==> config.mk <==
export PLATFORM = sky130hd
export DESIGN_NAME = wpm_top
export DESIGN_NICKNAME = d
export VERILOG_FILES = /design/src/wpm_pkg.sv /design/src/wpm_top.sv
export SDC_FILE = /design/constraint.sdc
export NUM_CORES = 2
export LEC_CHECK = 0
export BUFFER_PORTS_ARGS = -buffer_cell sky130_fd_sc_hd__buf_2
export CAP_MARGIN = 10
export CELL_PAD_IN_SITES_DETAIL_PLACEMENT = 0
export CELL_PAD_IN_SITES_GLOBAL_PLACEMENT = 1
export CORE_UTILIZATION = 44
export DETAILED_ROUTE_END_ITERATION = 16
export GPL_ROUTABILITY_DRIVEN = 1
export HOLD_SLACK_MARGIN = 0.06
export MAX_ROUTING_LAYER = met4
export PLACE_DENSITY = 0.73
export SYNTH_ARGS = -nofsm -noshare
export SYNTH_HDL_FRONTEND = slang
export SYNTH_SLANG_ARGS = --single-unit
==> constraint.sdc <==
create_clock -name pclk -period 10.49 [get_ports pclk]
set_input_delay 0.5245 -clock pclk [delete_from_list [all_inputs] [get_ports pclk]]
set_output_delay 0.5245 -clock pclk [all_outputs]
set_load 0.05 [all_outputs]
==> src/wpm_pkg.sv <==
// Purpose: shared constants and types for the performance monitor block
// Assumes: pclk at 100 MHz, APB register access with 32-bit data
// Notes: all offsets are byte addresses on the APB
package wpm_pkg;
  // clock and persistence timing
  localparam int CLK_PERIOD_NS = 10;
  localparam int LCD_SET_TIME_US = 3000; // defect must persist longer than this
  localparam int LCD_CLR_TIME_US = 1000; // absence needed before the defect clears
  localparam int LCD_SET_CYCLES = (LCD_SET_TIME_US * 1000 + CLK_PERIOD_NS - 1) / CLK_PERIOD_NS;
  localparam int LCD_CLR_CYCLES = (LCD_CLR_TIME_US * 1000 + CLK_PERIOD_NS - 1) / CLK_PERIOD_NS;
  localparam int TICK_PERIOD_RST = 100000000; // one second of pclk by default

  // counter geometry
  localparam int NUM_CNT = 5;
  localparam int INC_W = 11; // wide enough for 1536 errors in one frame
  localparam int CNT_W = 32;
  localparam int HALF_W = 16;
  localparam int IDX_SECTION = 0;
  localparam int IDX_LINE = 1;
  localparam int IDX_PATH = 2;
  localparam int IDX_FAR_PATH = 3;
  localparam int IDX_FAR_LINE = 4;
  localparam logic [NUM_CNT-1:0] BLOCK_CAPABLE = 5'h0F; // far line has no block mode

  // register offsets
  localparam logic [7:0] OFS_TICK_CTRL = 8'h00;
  localparam logic [7:0] OFS_TICK_PERIOD = 8'h04;
  localparam logic [7:0] OFS_CNT_CFG = 8'h08;
  localparam logic [7:0] OFS_TX_TANDEM_OCTET_VALUE = 8'h0C;
  localparam logic [7:0] OFS_EVENT = 8'h10;
  localparam logic [7:0] OFS_IRQ_EN = 8'h14;
  localparam logic [1:0] REGION_STD = 2'h1; // paddr[7:6] of standard counters, 0x40
  localparam logic [1:0] REGION_STAT = 2'h2; // paddr[7:6] of statistics counters, 0x80

  // field positions
  localparam int TC_FORCE_BIT = 0;
  localparam int TC_ENA_BIT = 1;
  localparam int TC_SRC_BIT = 2;
  localparam int EV_LATCHED_BIT = 0;
  localparam int EV_DELIN_PEND_BIT = 1;
  localparam int EV_SNAP_PEND_BIT = 2;
  localparam int EV_DEFECT_BIT = 3;
  localparam int EV_BACKREP_BIT = 4;
  localparam int IE_DELIN_A_BIT = 0;
  localparam int IE_DELIN_B_BIT = 1;
  localparam int IE_SNAP_A_BIT = 2;
  localparam int IE_SNAP_B_BIT = 3;

  // reset values
  localparam logic [7:0] TX_TANDEM_OCTET_VALUE_RST = 8'h00;
  localparam logic [NUM_CNT-1:0] CNT_CFG_RST = 5'h00;
  localparam logic [3:0] IRQ_EN_RST = 4'h0;

  // per-frame error counts from the receive overhead logic
  typedef struct packed {
    logic frame_valid;
    logic [INC_W-1:0] section;
    logic [INC_W-1:0] line;
    logic [INC_W-1:0] path;
    logic [INC_W-1:0] far_path;
    logic [INC_W-1:0] far_line;
  } wpm_err_t;
endpackage

==> src/wpm_top.sv <==
// Purpose: performance counters, snapshot tick, delineation-loss alarm, N1 octet
// Assumes: error counts and PCS alarm are synchronous to pclk; tick pin is not
// Notes: APB slave with no wait states; every access completes in its first access cycle
//
// Register access over APB and the register offsets were chosen for this implementation.
`timescale 1ns/100ps
`default_nettype none
// Operation
// RULE_01: N1 octet sent from programmable register
// RULE_02: delineation loss sets latched and pending bits
// RULE_03: delineation pending drives masked interrupts A, B
// RULE_04: back-report defect persisting more than 3 ms
// RULE_05: back-report from reset until delineation valid
// RULE_06: defect clears after 1 ms continuous absence
// RULE_07: standard and statistics counter for each error
// RULE_08: high-half read latches live standard count
// RULE_09: low-half read returns value latched earlier
// RULE_10: tick copies all statistics, clears internal counters
// RULE_11: forced tick works regardless of enable
// RULE_12: internal timer ticks every programmed period
// RULE_13: timer runs on receive path clock
// RULE_14: tick pin rising edge ticks in external mode
// RULE_15: every tick sets pending, masked onto interrupts
// RULE_16: statistics counters saturate, never wrap
// RULE_17: absorb 8 or 1536 increments per frame
// RULE_18: per-counter mode bit, bitwise or block
// RULE_19: block mode adds at most one per frame
// RULE_20: manager polls often enough for accurate values
// RULE_21: far path counter also offers block mode
// RULE_22: statistics counters 32 bits, high/low registers
module wpm_top #(
  parameter int P_LCD_SET_CYCLES = wpm_pkg::LCD_SET_CYCLES,
  parameter int P_LCD_CLR_CYCLES = wpm_pkg::LCD_CLR_CYCLES,
  parameter logic [31:0] P_TICK_PERIOD_RST = 32'(wpm_pkg::TICK_PERIOD_RST)
) (
  // clock and reset (pclk doubles as the receive path clock)
  input wire logic pclk,
  input wire logic presetn,
  // apb slave
  input wire logic psel,
  input wire logic penable,
  input wire logic pwrite,
  input wire logic [7:0] paddr,
  input wire logic [31:0] pwdata,
  output logic [31:0] prdata,
  output logic pready,
  output logic pslverr,
  // receive side inputs
  input wire wpm_pkg::wpm_err_t err_in,
  input wire logic pcs_delineation_loss,
  input wire logic snapshot_tick_pin,
  // outputs
  output logic [7:0] tx_tandem_octet_value,
  output logic delineation_back_report,
  output logic monitor_snapshot_tick,
  output logic irq_out_a,
  output logic irq_out_b
);
  localparam int N = wpm_pkg::NUM_CNT;

  // saturating add for the statistics counters
  function automatic logic [31:0] sat_add(input logic [31:0] a, input logic [10:0] b);
    logic [32:0] s;
    s = {1'b0, a} + {22'h000000, b};
    sat_add = s[32] ? 32'hFFFFFFFF : s[31:0];
  endfunction

  // counter address decode: valid index in the std or stat region
  function automatic logic cnt_hit(input logic [7:0] a, input logic [1:0] region);
    cnt_hit = (a[7:6] == region) && (a[1:0] == 2'h0) && (int'(a[5:3]) < N);
  endfunction

  // apb state
  logic pready_r;
  logic pslverr_r;
  logic [31:0] prdata_r;
  logic [31:0] rd_val; // read mux result
  logic rd_ok; // address maps to a register
  wire logic apb_setup = psel & ~penable;
  wire logic apb_done = psel & penable & pready_r;
  wire logic wr_done = apb_done & pwrite;
  wire logic rd_done = apb_done & ~pwrite;
  wire logic [2:0] cnt_idx = paddr[5:3];
  wire logic cnt_hi = ~paddr[2];

  // software registers
  logic snapshot_auto_enable;
  logic snapshot_source_internal;
  logic [31:0] snapshot_period_count;
  logic [N-1:0] cnt_cfg_r; // block mode per counter
  logic [7:0] tx_tandem_octet_value_r;
  logic [3:0] irq_en_r;

  // events and status
  logic delineation_loss_latched;
  logic delineation_loss_pending;
  logic snapshot_event_pending;
  logic defect_r; // back-reported defect
  logic [31:0] on_cnt_r; // cycles alarm has been present
  logic [31:0] off_cnt_r; // cycles alarm has been absent
  logic lcd_prev_r;

  // tick path
  logic pin_s1_r;
  logic pin_s2_r;
  logic pin_s3_r;
  logic [31:0] per_cnt_r;
  logic tick_r;
  logic irq_a_r;
  logic irq_b_r;

  // counters
  logic [31:0] std_live_r [N];
  logic [31:0] std_hold_r [N];
  logic [31:0] acc_r [N];
  logic [31:0] snap_r [N];
  // width must be known before the increment array is declared
  localparam int INC_W_L = wpm_pkg::INC_W;
  logic [INC_W_L-1:0] inc [N];

  // event bits that a status read may clear
  wire logic [2:0] ev_clr = (rd_done && paddr == wpm_pkg::OFS_EVENT) ? prdata_r[2:0] : 3'h0;
  wire logic force_hit = wr_done && paddr == wpm_pkg::OFS_TICK_CTRL && pwdata[wpm_pkg::TC_FORCE_BIT];
  wire logic timer_on = snapshot_auto_enable & snapshot_source_internal;
  wire logic timer_expire = timer_on && snapshot_period_count != 32'h0 &&
                            per_cnt_r >= snapshot_period_count - 32'h1;
  wire logic pin_rise = pin_s2_r & ~pin_s3_r;
  wire logic ext_tick = snapshot_auto_enable & ~snapshot_source_internal & pin_rise;

  // read mux, looked up during the setup cycle
  always_comb begin
    rd_val = 32'h0;
    rd_ok = 1'b1;
    if (cnt_hit(paddr, wpm_pkg::REGION_STD)) begin
      // high half shows live count, low half the copy taken at the high read
      rd_val = cnt_hi ? {16'h0, std_live_r[cnt_idx][31:16]} : {16'h0, std_hold_r[cnt_idx][15:0]}; // RULE_08 RULE_09
    end else if (cnt_hit(paddr, wpm_pkg::REGION_STAT)) begin
      rd_val = cnt_hi ? {16'h0, snap_r[cnt_idx][31:16]} : {16'h0, snap_r[cnt_idx][15:0]}; // RULE_22
    end else begin
      unique case (paddr)
        wpm_pkg::OFS_TICK_CTRL: rd_val = {29'h0, snapshot_source_internal, snapshot_auto_enable, 1'b0};
        wpm_pkg::OFS_TICK_PERIOD: rd_val = snapshot_period_count;
        wpm_pkg::OFS_CNT_CFG: rd_val = {27'h0, cnt_cfg_r};
        wpm_pkg::OFS_TX_TANDEM_OCTET_VALUE: rd_val = {24'h0, tx_tandem_octet_value_r};
        wpm_pkg::OFS_EVENT: rd_val = {27'h0, defect_r, pcs_delineation_loss, snapshot_event_pending,
                                      delineation_loss_pending, delineation_loss_latched};
        wpm_pkg::OFS_IRQ_EN: rd_val = {28'h0, irq_en_r};
        default: rd_ok = 1'b0;
      endcase
    end
  end

  // apb handshake: no wait states, data captured at the setup edge
  always_ff @(posedge pclk or negedge presetn) begin
    if (!presetn) begin
      pready_r <= 1'b0;
      pslverr_r <= 1'b0;
      prdata_r <= 32'h0;
    end else begin
      pready_r <= apb_setup;
      if (apb_setup) begin
        pslverr_r <= ~rd_ok;
        prdata_r <= pwrite ? 32'h0 : rd_val;
      end
    end
  end

  // software-written control registers
  always_ff @(posedge pclk or negedge presetn) begin
    if (!presetn) begin
      snapshot_auto_enable <= 1'b0;
      snapshot_source_internal <= 1'b0;
      snapshot_period_count <= P_TICK_PERIOD_RST;
      cnt_cfg_r <= wpm_pkg::CNT_CFG_RST;
      tx_tandem_octet_value_r <= wpm_pkg::TX_TANDEM_OCTET_VALUE_RST;
      irq_en_r <= wpm_pkg::IRQ_EN_RST;
    end else if (wr_done) begin
      unique case (paddr)
        wpm_pkg::OFS_TICK_CTRL: begin
          snapshot_auto_enable <= pwdata[wpm_pkg::TC_ENA_BIT];
          snapshot_source_internal <= pwdata[wpm_pkg::TC_SRC_BIT];
        end
        wpm_pkg::OFS_TICK_PERIOD: snapshot_period_count <= pwdata;
        wpm_pkg::OFS_CNT_CFG: cnt_cfg_r <= pwdata[N-1:0] & wpm_pkg::BLOCK_CAPABLE; // RULE_18 RULE_21
        wpm_pkg::OFS_TX_TANDEM_OCTET_VALUE: tx_tandem_octet_value_r <= pwdata[7:0]; // RULE_01
        wpm_pkg::OFS_IRQ_EN: irq_en_r <= pwdata[3:0];
        default: ;
      endcase
    end
  end

  // tick pin synchroniser plus one stage for edge detection
  always_ff @(posedge pclk or negedge presetn) begin
    if (!presetn) begin
      pin_s1_r <= 1'b0;
      pin_s2_r <= 1'b0;
      pin_s3_r <= 1'b0;
    end else begin
      pin_s1_r <= snapshot_tick_pin;
      pin_s2_r <= pin_s1_r;
      pin_s3_r <= pin_s2_r;
    end
  end

  // period timer on pclk, the receive path clock; drifts if that clock does
  always_ff @(posedge pclk or negedge presetn) begin
    if (!presetn) begin
      per_cnt_r <= 32'h0;
    end else if (timer_expire || !timer_on) begin
      per_cnt_r <= 32'h0; // RULE_12 RULE_13
    end else begin
      per_cnt_r <= per_cnt_r + 32'h1;
    end
  end

  // tick merge: force ignores enable, others need it
  always_ff @(posedge pclk or negedge presetn) begin
    if (!presetn) begin
      tick_r <= 1'b0;
    end else begin
      tick_r <= force_hit | timer_expire | ext_tick; // RULE_11 RULE_12 RULE_14
    end
  end

  // alarm persistence counters, saturating so they never roll back to zero
  always_ff @(posedge pclk or negedge presetn) begin
    if (!presetn) begin
      on_cnt_r <= 32'h0;
      off_cnt_r <= 32'h0;
      lcd_prev_r <= 1'b0;
    end else begin
      lcd_prev_r <= pcs_delineation_loss;
      if (pcs_delineation_loss) begin
        off_cnt_r <= 32'h0;
        if (on_cnt_r < 32'(P_LCD_SET_CYCLES)) on_cnt_r <= on_cnt_r + 32'h1;
      end else begin
        on_cnt_r <= 32'h0;
        if (off_cnt_r < 32'(P_LCD_CLR_CYCLES)) off_cnt_r <= off_cnt_r + 32'h1;
      end
    end
  end

  // defect is up from reset until the alarm has been gone long enough
  always_ff @(posedge pclk or negedge presetn) begin
    if (!presetn) begin
      defect_r <= 1'b1; // RULE_05
    end else if (pcs_delineation_loss && on_cnt_r >= 32'(P_LCD_SET_CYCLES)) begin
      defect_r <= 1'b1; // RULE_04
    end else if (!pcs_delineation_loss && off_cnt_r >= 32'(P_LCD_CLR_CYCLES - 1)) begin
      defect_r <= 1'b0; // RULE_06
    end
  end

  // sticky event bits; a new event in the clearing cycle survives
  always_ff @(posedge pclk or negedge presetn) begin
    if (!presetn) begin
      delineation_loss_latched <= 1'b0;
      delineation_loss_pending <= 1'b0;
      snapshot_event_pending <= 1'b0;
    end else begin
      delineation_loss_latched <= pcs_delineation_loss | (delineation_loss_latched & ~ev_clr[0]); // RULE_02
      delineation_loss_pending <= (pcs_delineation_loss & ~lcd_prev_r) |
                                  (delineation_loss_pending & ~ev_clr[1]); // RULE_02
      snapshot_event_pending <= tick_r | (snapshot_event_pending & ~ev_clr[2]); // RULE_15
    end
  end

  // interrupt outputs, each source gated by its own enable
  always_ff @(posedge pclk or negedge presetn) begin
    if (!presetn) begin
      irq_a_r <= 1'b0;
      irq_b_r <= 1'b0;
    end else begin
      irq_a_r <= (delineation_loss_pending & irq_en_r[wpm_pkg::IE_DELIN_A_BIT]) |
                 (snapshot_event_pending & irq_en_r[wpm_pkg::IE_SNAP_A_BIT]); // RULE_03 RULE_15
      irq_b_r <= (delineation_loss_pending & irq_en_r[wpm_pkg::IE_DELIN_B_BIT]) |
                 (snapshot_event_pending & irq_en_r[wpm_pkg::IE_SNAP_B_BIT]); // RULE_03 RULE_15
    end
  end

  // per-frame increments in counter order
  assign inc[wpm_pkg::IDX_SECTION] = err_in.section;
  assign inc[wpm_pkg::IDX_LINE] = err_in.line;
  assign inc[wpm_pkg::IDX_PATH] = err_in.path;
  assign inc[wpm_pkg::IDX_FAR_PATH] = err_in.far_path;
  assign inc[wpm_pkg::IDX_FAR_LINE] = err_in.far_line;

  // one standard and one statistics counter per error type
  for (genvar i = 0; i < N; i++) begin : g_cnt
    logic [INC_W_L-1:0] step; // increment after mode selection
    logic [31:0] acc_sum;
    always_comb begin
      step = 11'h000;
      if (err_in.frame_valid) begin
        // block mode counts an errored frame once
        step = cnt_cfg_r[i] ? {10'h000, |inc[i]} : inc[i]; // RULE_17 RULE_18 RULE_19 RULE_21
      end
    end
    assign acc_sum = sat_add(acc_r[i], step);

    // standard counter: free running, copied on a high-half read
    always_ff @(posedge pclk or negedge presetn) begin
      if (!presetn) begin
        std_live_r[i] <= 32'h0;
        std_hold_r[i] <= 32'h0;
      end else begin
        std_live_r[i] <= std_live_r[i] + {21'h0, step}; // RULE_07
        if (apb_setup && !pwrite && cnt_hit(paddr, wpm_pkg::REGION_STD) && cnt_idx == 3'(i) && cnt_hi) begin
          std_hold_r[i] <= std_live_r[i]; // RULE_08
        end
      end
    end

    // statistics counter: snapshot and clear together on a tick
    always_ff @(posedge pclk or negedge presetn) begin
      if (!presetn) begin
        acc_r[i] <= 32'h0;
        snap_r[i] <= 32'h0;
      end else if (tick_r) begin
        snap_r[i] <= acc_sum; // RULE_10 RULE_07
        acc_r[i] <= 32'h0; // RULE_10
      end else begin
        acc_r[i] <= acc_sum; // RULE_16
      end
    end
  end

  // outputs straight from flip-flops
  assign prdata = prdata_r;
  assign pready = pready_r;
  assign pslverr = pslverr_r;
  assign tx_tandem_octet_value = tx_tandem_octet_value_r;
  assign delineation_back_report = defect_r;
  assign monitor_snapshot_tick = tick_r;
  assign irq_out_a = irq_a_r;
  assign irq_out_b = irq_b_r;
endmodule
`default_nettype wire

# Word level (Yosys, flattened, before mapping)
# Cells that the tools add are included.
# word_totals
output_inout_bits	46
regBits	831
latch_bits	0
input_bits	103
mem_bits_rw	0
rom_bits	0
memories	0
elab_cells	199
# classes
order_cmp	7
shift	0
n_bitwise	35
mul	0
n_reduce_logical	43
div_mod_pow	0
n_addsub	14
eq_ne	12
mux	45
# op_table
cell	n
2-to-1 mux 32 bit	22
binary-select mux 32 bit (select 3 bit)	3
one-hot mux 32 bit (6 select lines)	1
adder 32 x 11 -> 33 bit	5
adder 32 x 11 -> 32 bit	5
2-to-1 mux 11 bit	9
adder 32 x 1 -> 32 bit, second input constant	3
2-to-1 mux 16 bit	4
OR reduction 11 bit	4
greater-or-equal comparator 32 x 17 -> 1 bit, second input constant	1
greater-or-equal comparator 32 x 19 -> 1 bit, second input constant	1
greater-or-equal comparator 32 bit	1
less-than comparator 32 x 17 -> 1 bit, second input constant	1
less-than comparator 32 x 19 -> 1 bit, second input constant	1
nonzero test 32 bit	1
subtractor 32 x 1 -> 32 bit, second input constant	1
logical AND 1 bit	23
bitwise AND 1 bit	17
== test 8 x 4 -> 1 bit, second input constant	2
== test 8 x 5 -> 1 bit, second input constant	2
NOT 1 bit	10
AND reduction 2 bit	5
== test 8 x 3 -> 1 bit, second input constant	1
zero test 8 bit	1
18 further kinds	32

# Logic depth before layout (Yosys ltp)
# depth
depth_word	8
mapped_depth	16

# Worst setup path after synthesis
# Ideal clock, no wire load.
# synth_timing
path_kind	register to register
startpoint	reg snapshot_period_count[2]
endpoint	reg tick_r (netlist: monitor_snapshot_tick)
arrival_time_ns	3.323
path_buffers	0
period_less_slack_ns	3.449
setup_slack_ns	7.041
path_stages_with_launch	15
cell_sequence	dfrtp_1 nor4_1 nand2_1 nor4_4 nand3_1 nor3_1 xnor2_1 ha_1 a21o_1 a21o_1 a21oi_1 o211ai_1 o21ai_0 nand2_1 a221o_1
# synth_via
elab_chain_cells	5
# synth_rtl
element	line	source
from (decl)	wpm_top.sv:89	logic [31:0] snapshot_period_count;
from (signal assigned)	wpm_top.sv:183	wpm_pkg::OFS_TICK_PERIOD: snapshot_period_count <= pwdata;
subtractor 32 x 1 -> 32 bit or nonzero test 32 bit (tied branches)	wpm_top.sv:126, wpm_top.sv:125	
greater-or-equal comparator 32 bit or logical AND 1 bit (tied branches)	wpm_top.sv:126, wpm_top.sv:125	
logical AND 1 bit (*)	wpm_top.sv:125	wire logic timer_expire = timer_on && snapshot_period_count != 32'h0 &&
OR 1 bit (*) (2 in series)	wpm_top.sv:221	tick_r <= force_hit | timer_expire | ext_tick;
to (signal assigned)	wpm_top.sv:221	
to (decl)	wpm_top.sv:108	logic tick_r;
# Every way passes the cells marked *; elsewhere a longest branch is shown, timed or not.
# A chain may end at the register's enable or synchronous reset.

# Worst setup path after layout
# layout_timing
startpoint	reg snapshot_period_count[2]
endpoint	reg per_cnt_r[22]
# layout_via
elab_chain_cells	5
# layout_rtl
element	line	source
subtractor 32 x 1 -> 32 bit or nonzero test 32 bit (tied branches)	wpm_top.sv:126, wpm_top.sv:125	
greater-or-equal comparator 32 bit or logical AND 1 bit (tied branches)	wpm_top.sv:126, wpm_top.sv:125	
logical AND 1 bit (*)	wpm_top.sv:125	
logical OR 1 bit (*)	wpm_top.sv:209	end else if (timer_expire || !timer_on) begin
2-to-1 mux 32 bit (*)	wpm_top.sv:209	
to (signal assigned)	wpm_top.sv:212	per_cnt_r <= per_cnt_r + 32'h1;
to (decl)	wpm_top.sv:107	logic [31:0] per_cnt_r;
# Marks and branches as above.

==> impl_metrics.tcl <==
set metrics [dict create \
    die_area_sq_mm 0.09151 \
    crit_arrival_ns 4.92 \
    postLayoutSetupSlackWorst_ns 6.126 \
    overflow 0 \
    clockBufferDepth 3 \
    n_fill_cell 8216 \
    grt.total_usage_pct 25.50 \
    io_pins 149 \
    grt_pass1_wl_microns 175200 \
    drv_cap 0 \
    portBuffers 148 \
    cp_slowest_stage_delay_ns 0.55 \
    critPathKind "register to register" \
    startpoint_type "register" \
    grt_pass1_vias 29460 \
    die_w_microns 302.5 \
    crit_fanout 32 \
    ys_ff_latch 751 \
    hpwl_microns 82100 \
    path_clk_slew_ns 0.06 \
    htree_levels 3 \
    synth.avg_cell_area_sq_um 10.05 \
    grt_max_degree 217 \
    tns_ns 0 \
    synthCells 3954 \
    numCtsBuffers 88 \
    num_vias 30290 \
    yosysSeqAreaShare_pct 47.34 \
    slew_headroom_pct 25.83 \
    power_density_mw_per_mm2 201.6 \
    first_pass_iters 6 \
    cp.required_ns 11.05 \
    tightest_slew_ns 1.109 \
    post-route-min-period_ns 4.364 \
    finalSetupViolations 0 \
    holdWs_ns 0.1010 \
    status "completed" \
    avgViaCountPerCell 5.715 \
    final_max_slew_viol_count 0 \
    rows 109 \
    synth_edf_count 0 \
    fmax_ghz 0.2292 \
    regArea_sq_mm 0.01881 \
    drt-total-wl_microns 112300 \
    synthFlopType "dfrtp_1" \
    yosysWarningCount 0 \
    clkSinkCount 751 \
    antenna_found_initial 3 \
    fin_skew_ns 0.03151 \
    rsz0062_at_grt "false" \
    p_leak_nw 20.36 \
    gp_congestion 0.9355 \
    end_kind "register" \
    synthDominantCellAreaShare_pct 46.48 \
    crit_family "simple AND/OR/NAND/NOR gates" \
    drc_errors 0 \
    critPathSlowestCell "nor4_1" \
    synthArstFlopShare_pct 100.0 \
    cpMostUsedCell "a21o_1" \
    die-height_microns 302.5 \
    synth_fp_nets 4214 \
    drt_iter0_drc 2637 \
    clock_latency_ns 0.65 \
    synth_most_common_cell "dfrtp_1" \
    synth_top_cell_by_area "dfrtp_1" \
    multi_input_comb_area_sq_mm 0.01991 \
    area_delta_synth_final_pct 12.32 \
    synth.area.top_cells "dfrtp_1, ha_1, nor2_1, mux2_2, xnor2_1" \
    finalCritPeriodShare_pct 41.60 \
    ant_nets 0 \
    core_area_sq_mm 0.08892 \
    cts_root_buffer "clkbuf_16" \
    fin_nets 4318 \
    finalHoldViolations 0 \
    yosysUniqueCellTypes 97 \
    start_util_pct 44.68 \
    crit_chain "nor4_1, nand2_1, nor4_4, nand3_1, nor3_1, xnor2_1, ha_1, a21o_1, a21o_1, a21oi_1, o211ai_1, o21ai_0, nand3_4, nor2_1" \
    utilization_pct 50.19 \
    syn_area_sq_mm 0.03973 \
    max-vdd-ir-drop_uv 109.8 \
    drt-wirelength-per-cell_microns 21.19 \
    path_buf_inv 0 \
    ys_top_cells_by_count "dfrtp_1, nor2_1, a21oi_1" \
    cts_tree "yes" \
    drive_gt1_share_pct 13.96 \
    hold_path_class "input port to register" \
    pre_cts_ws_ns 5.921 \
]
-- cells by family after synthesis --
logic type | count (synthesis) | share of synthesized area, %
DFF | 751 | 47.34
muxes | 244 | 7.164
adders and majority gates | 157 | 5.133
and+or+nand+nor | 1362 | 16.95
AOI/OAI and AO/OA | 889 | 14.28
xor gates and xnor gates | 296 | 6.525
buffers and inverters | 255 | 2.607
-- state kept, by name (all words and copies together), names as in the netlist, 4 cells and up --
register	cells
per_cnt_r	32
snapshot_period_count	32
std_hold_r	80
irq_en_r	4
acc_r	160
on_cnt_r	32
prdata	32
cnt_cfg_r	4
off_cnt_r	32
snap_r	160
std_live_r	160
tx_tandem_octet_value	8
-- metrics by stage --
step	std cells	total power (W)	area, sq um
floorplan	3954	0.005153	39730
global placement	5131	0.005782	41540
detailed placement	5131	0.005807	41540
CTS	5298	0.009071	44620
global route	5299	0.009499	44630
finish	5299	0.008997	44630
-- worst register-to-register path, stage by stage (launching register included) --
cell	delay, ns
dfrtp_1	0.45
nor4_1	0.55
nand2_1	0.20
nor4_4	0.47
nand3_1	0.24
nor3_1	0.22
xnor2_1	0.15
ha_1	0.26
a21o_1	0.18
a21o_1	0.17
a21oi_1	0.16
o211ai_1	0.11
o21ai_0	0.35
nand3_4	0.50
nor2_1	0.25
-- power breakdown --
part           total, W  switching (W)  internal, W
Combinational   0.00220        0.00133     0.000872
Clock           0.00323        0.00129      0.00194
Sequential      0.00357       0.000298      0.00327
-- placed cells by master, fill, tap and decap left out, drive strengths merged, types with 20 or more instances in the layout --
cell	n
and2	97
a211oi	23
o211ai	27
a21o	42
nand2	237
nor2b	51
nand4	70
nor3	84
a21oi	320
clkbuf	122
inv	91
xor2	113
nor4	37
o21ai	146
a221o	21
ha	147
o21a	43
a31oi	58
clkinv	23
nand2b	29
nand3	130
mux2i	83
mux2	143
xnor2	183
dfrtp	738
buf	180
o221ai	20
o22ai	39
nor2	488
and3	61
-- path summary, 6_finish.rpt --
| path | startpoint | to | slack [ns] | cells past startpoint |
|---|---|---|---|---|
| setup / recovery | snapshot_period_count[2] | per_cnt_r[22] | 6.13 | 14 |
| hold / removal | pwdata[26] | snapshot_period_count[26] | 0.10 | 2 |
| setup reg to reg | snapshot_period_count[2] | per_cnt_r[22] | 6.13 | 14 |
| hold reg to reg | pin_s1_r | pin_s2_r | 0.35 | 0 |
| max in group asynchronous | presetn | snap_r[124] | 7.64 | 4 |
| min in group asynchronous | presetn | std_live_r[54] | 0.54 | 2 |
-- cell type report --
class	count	share of cell area (%)
Sequential cell	751	42.16
Antenna cell	1	0.005608
Tap cell	1165	3.266
Clock buffer	122	5.675
Multi-Input combinational cell	2948	44.61
Timing Repair Buffer	182	2.361
Inverter	87	0.7318
Clock inverter	43	1.194
-- per-layer routing --
metal,share of wire (%),vias to the layer above,global-route usage (%)
met5,0,-,-
met4,4.1,0,9.476
met3,5.0,205,4.160
met2,46,707,39.46
met1,45,14960,33.71
li1,-,14420,-
-- repair_timing --
item | 4_1_cts | 5_1_grt
buffers inserted | 0 | 0
hold endpoints to repair | 100 | 0
resized for setup | 0 | 0
hold buffers | 2 | 0
endpoints found under the setup margin | 0 | 0
Power figures use the tool's default switching activity.
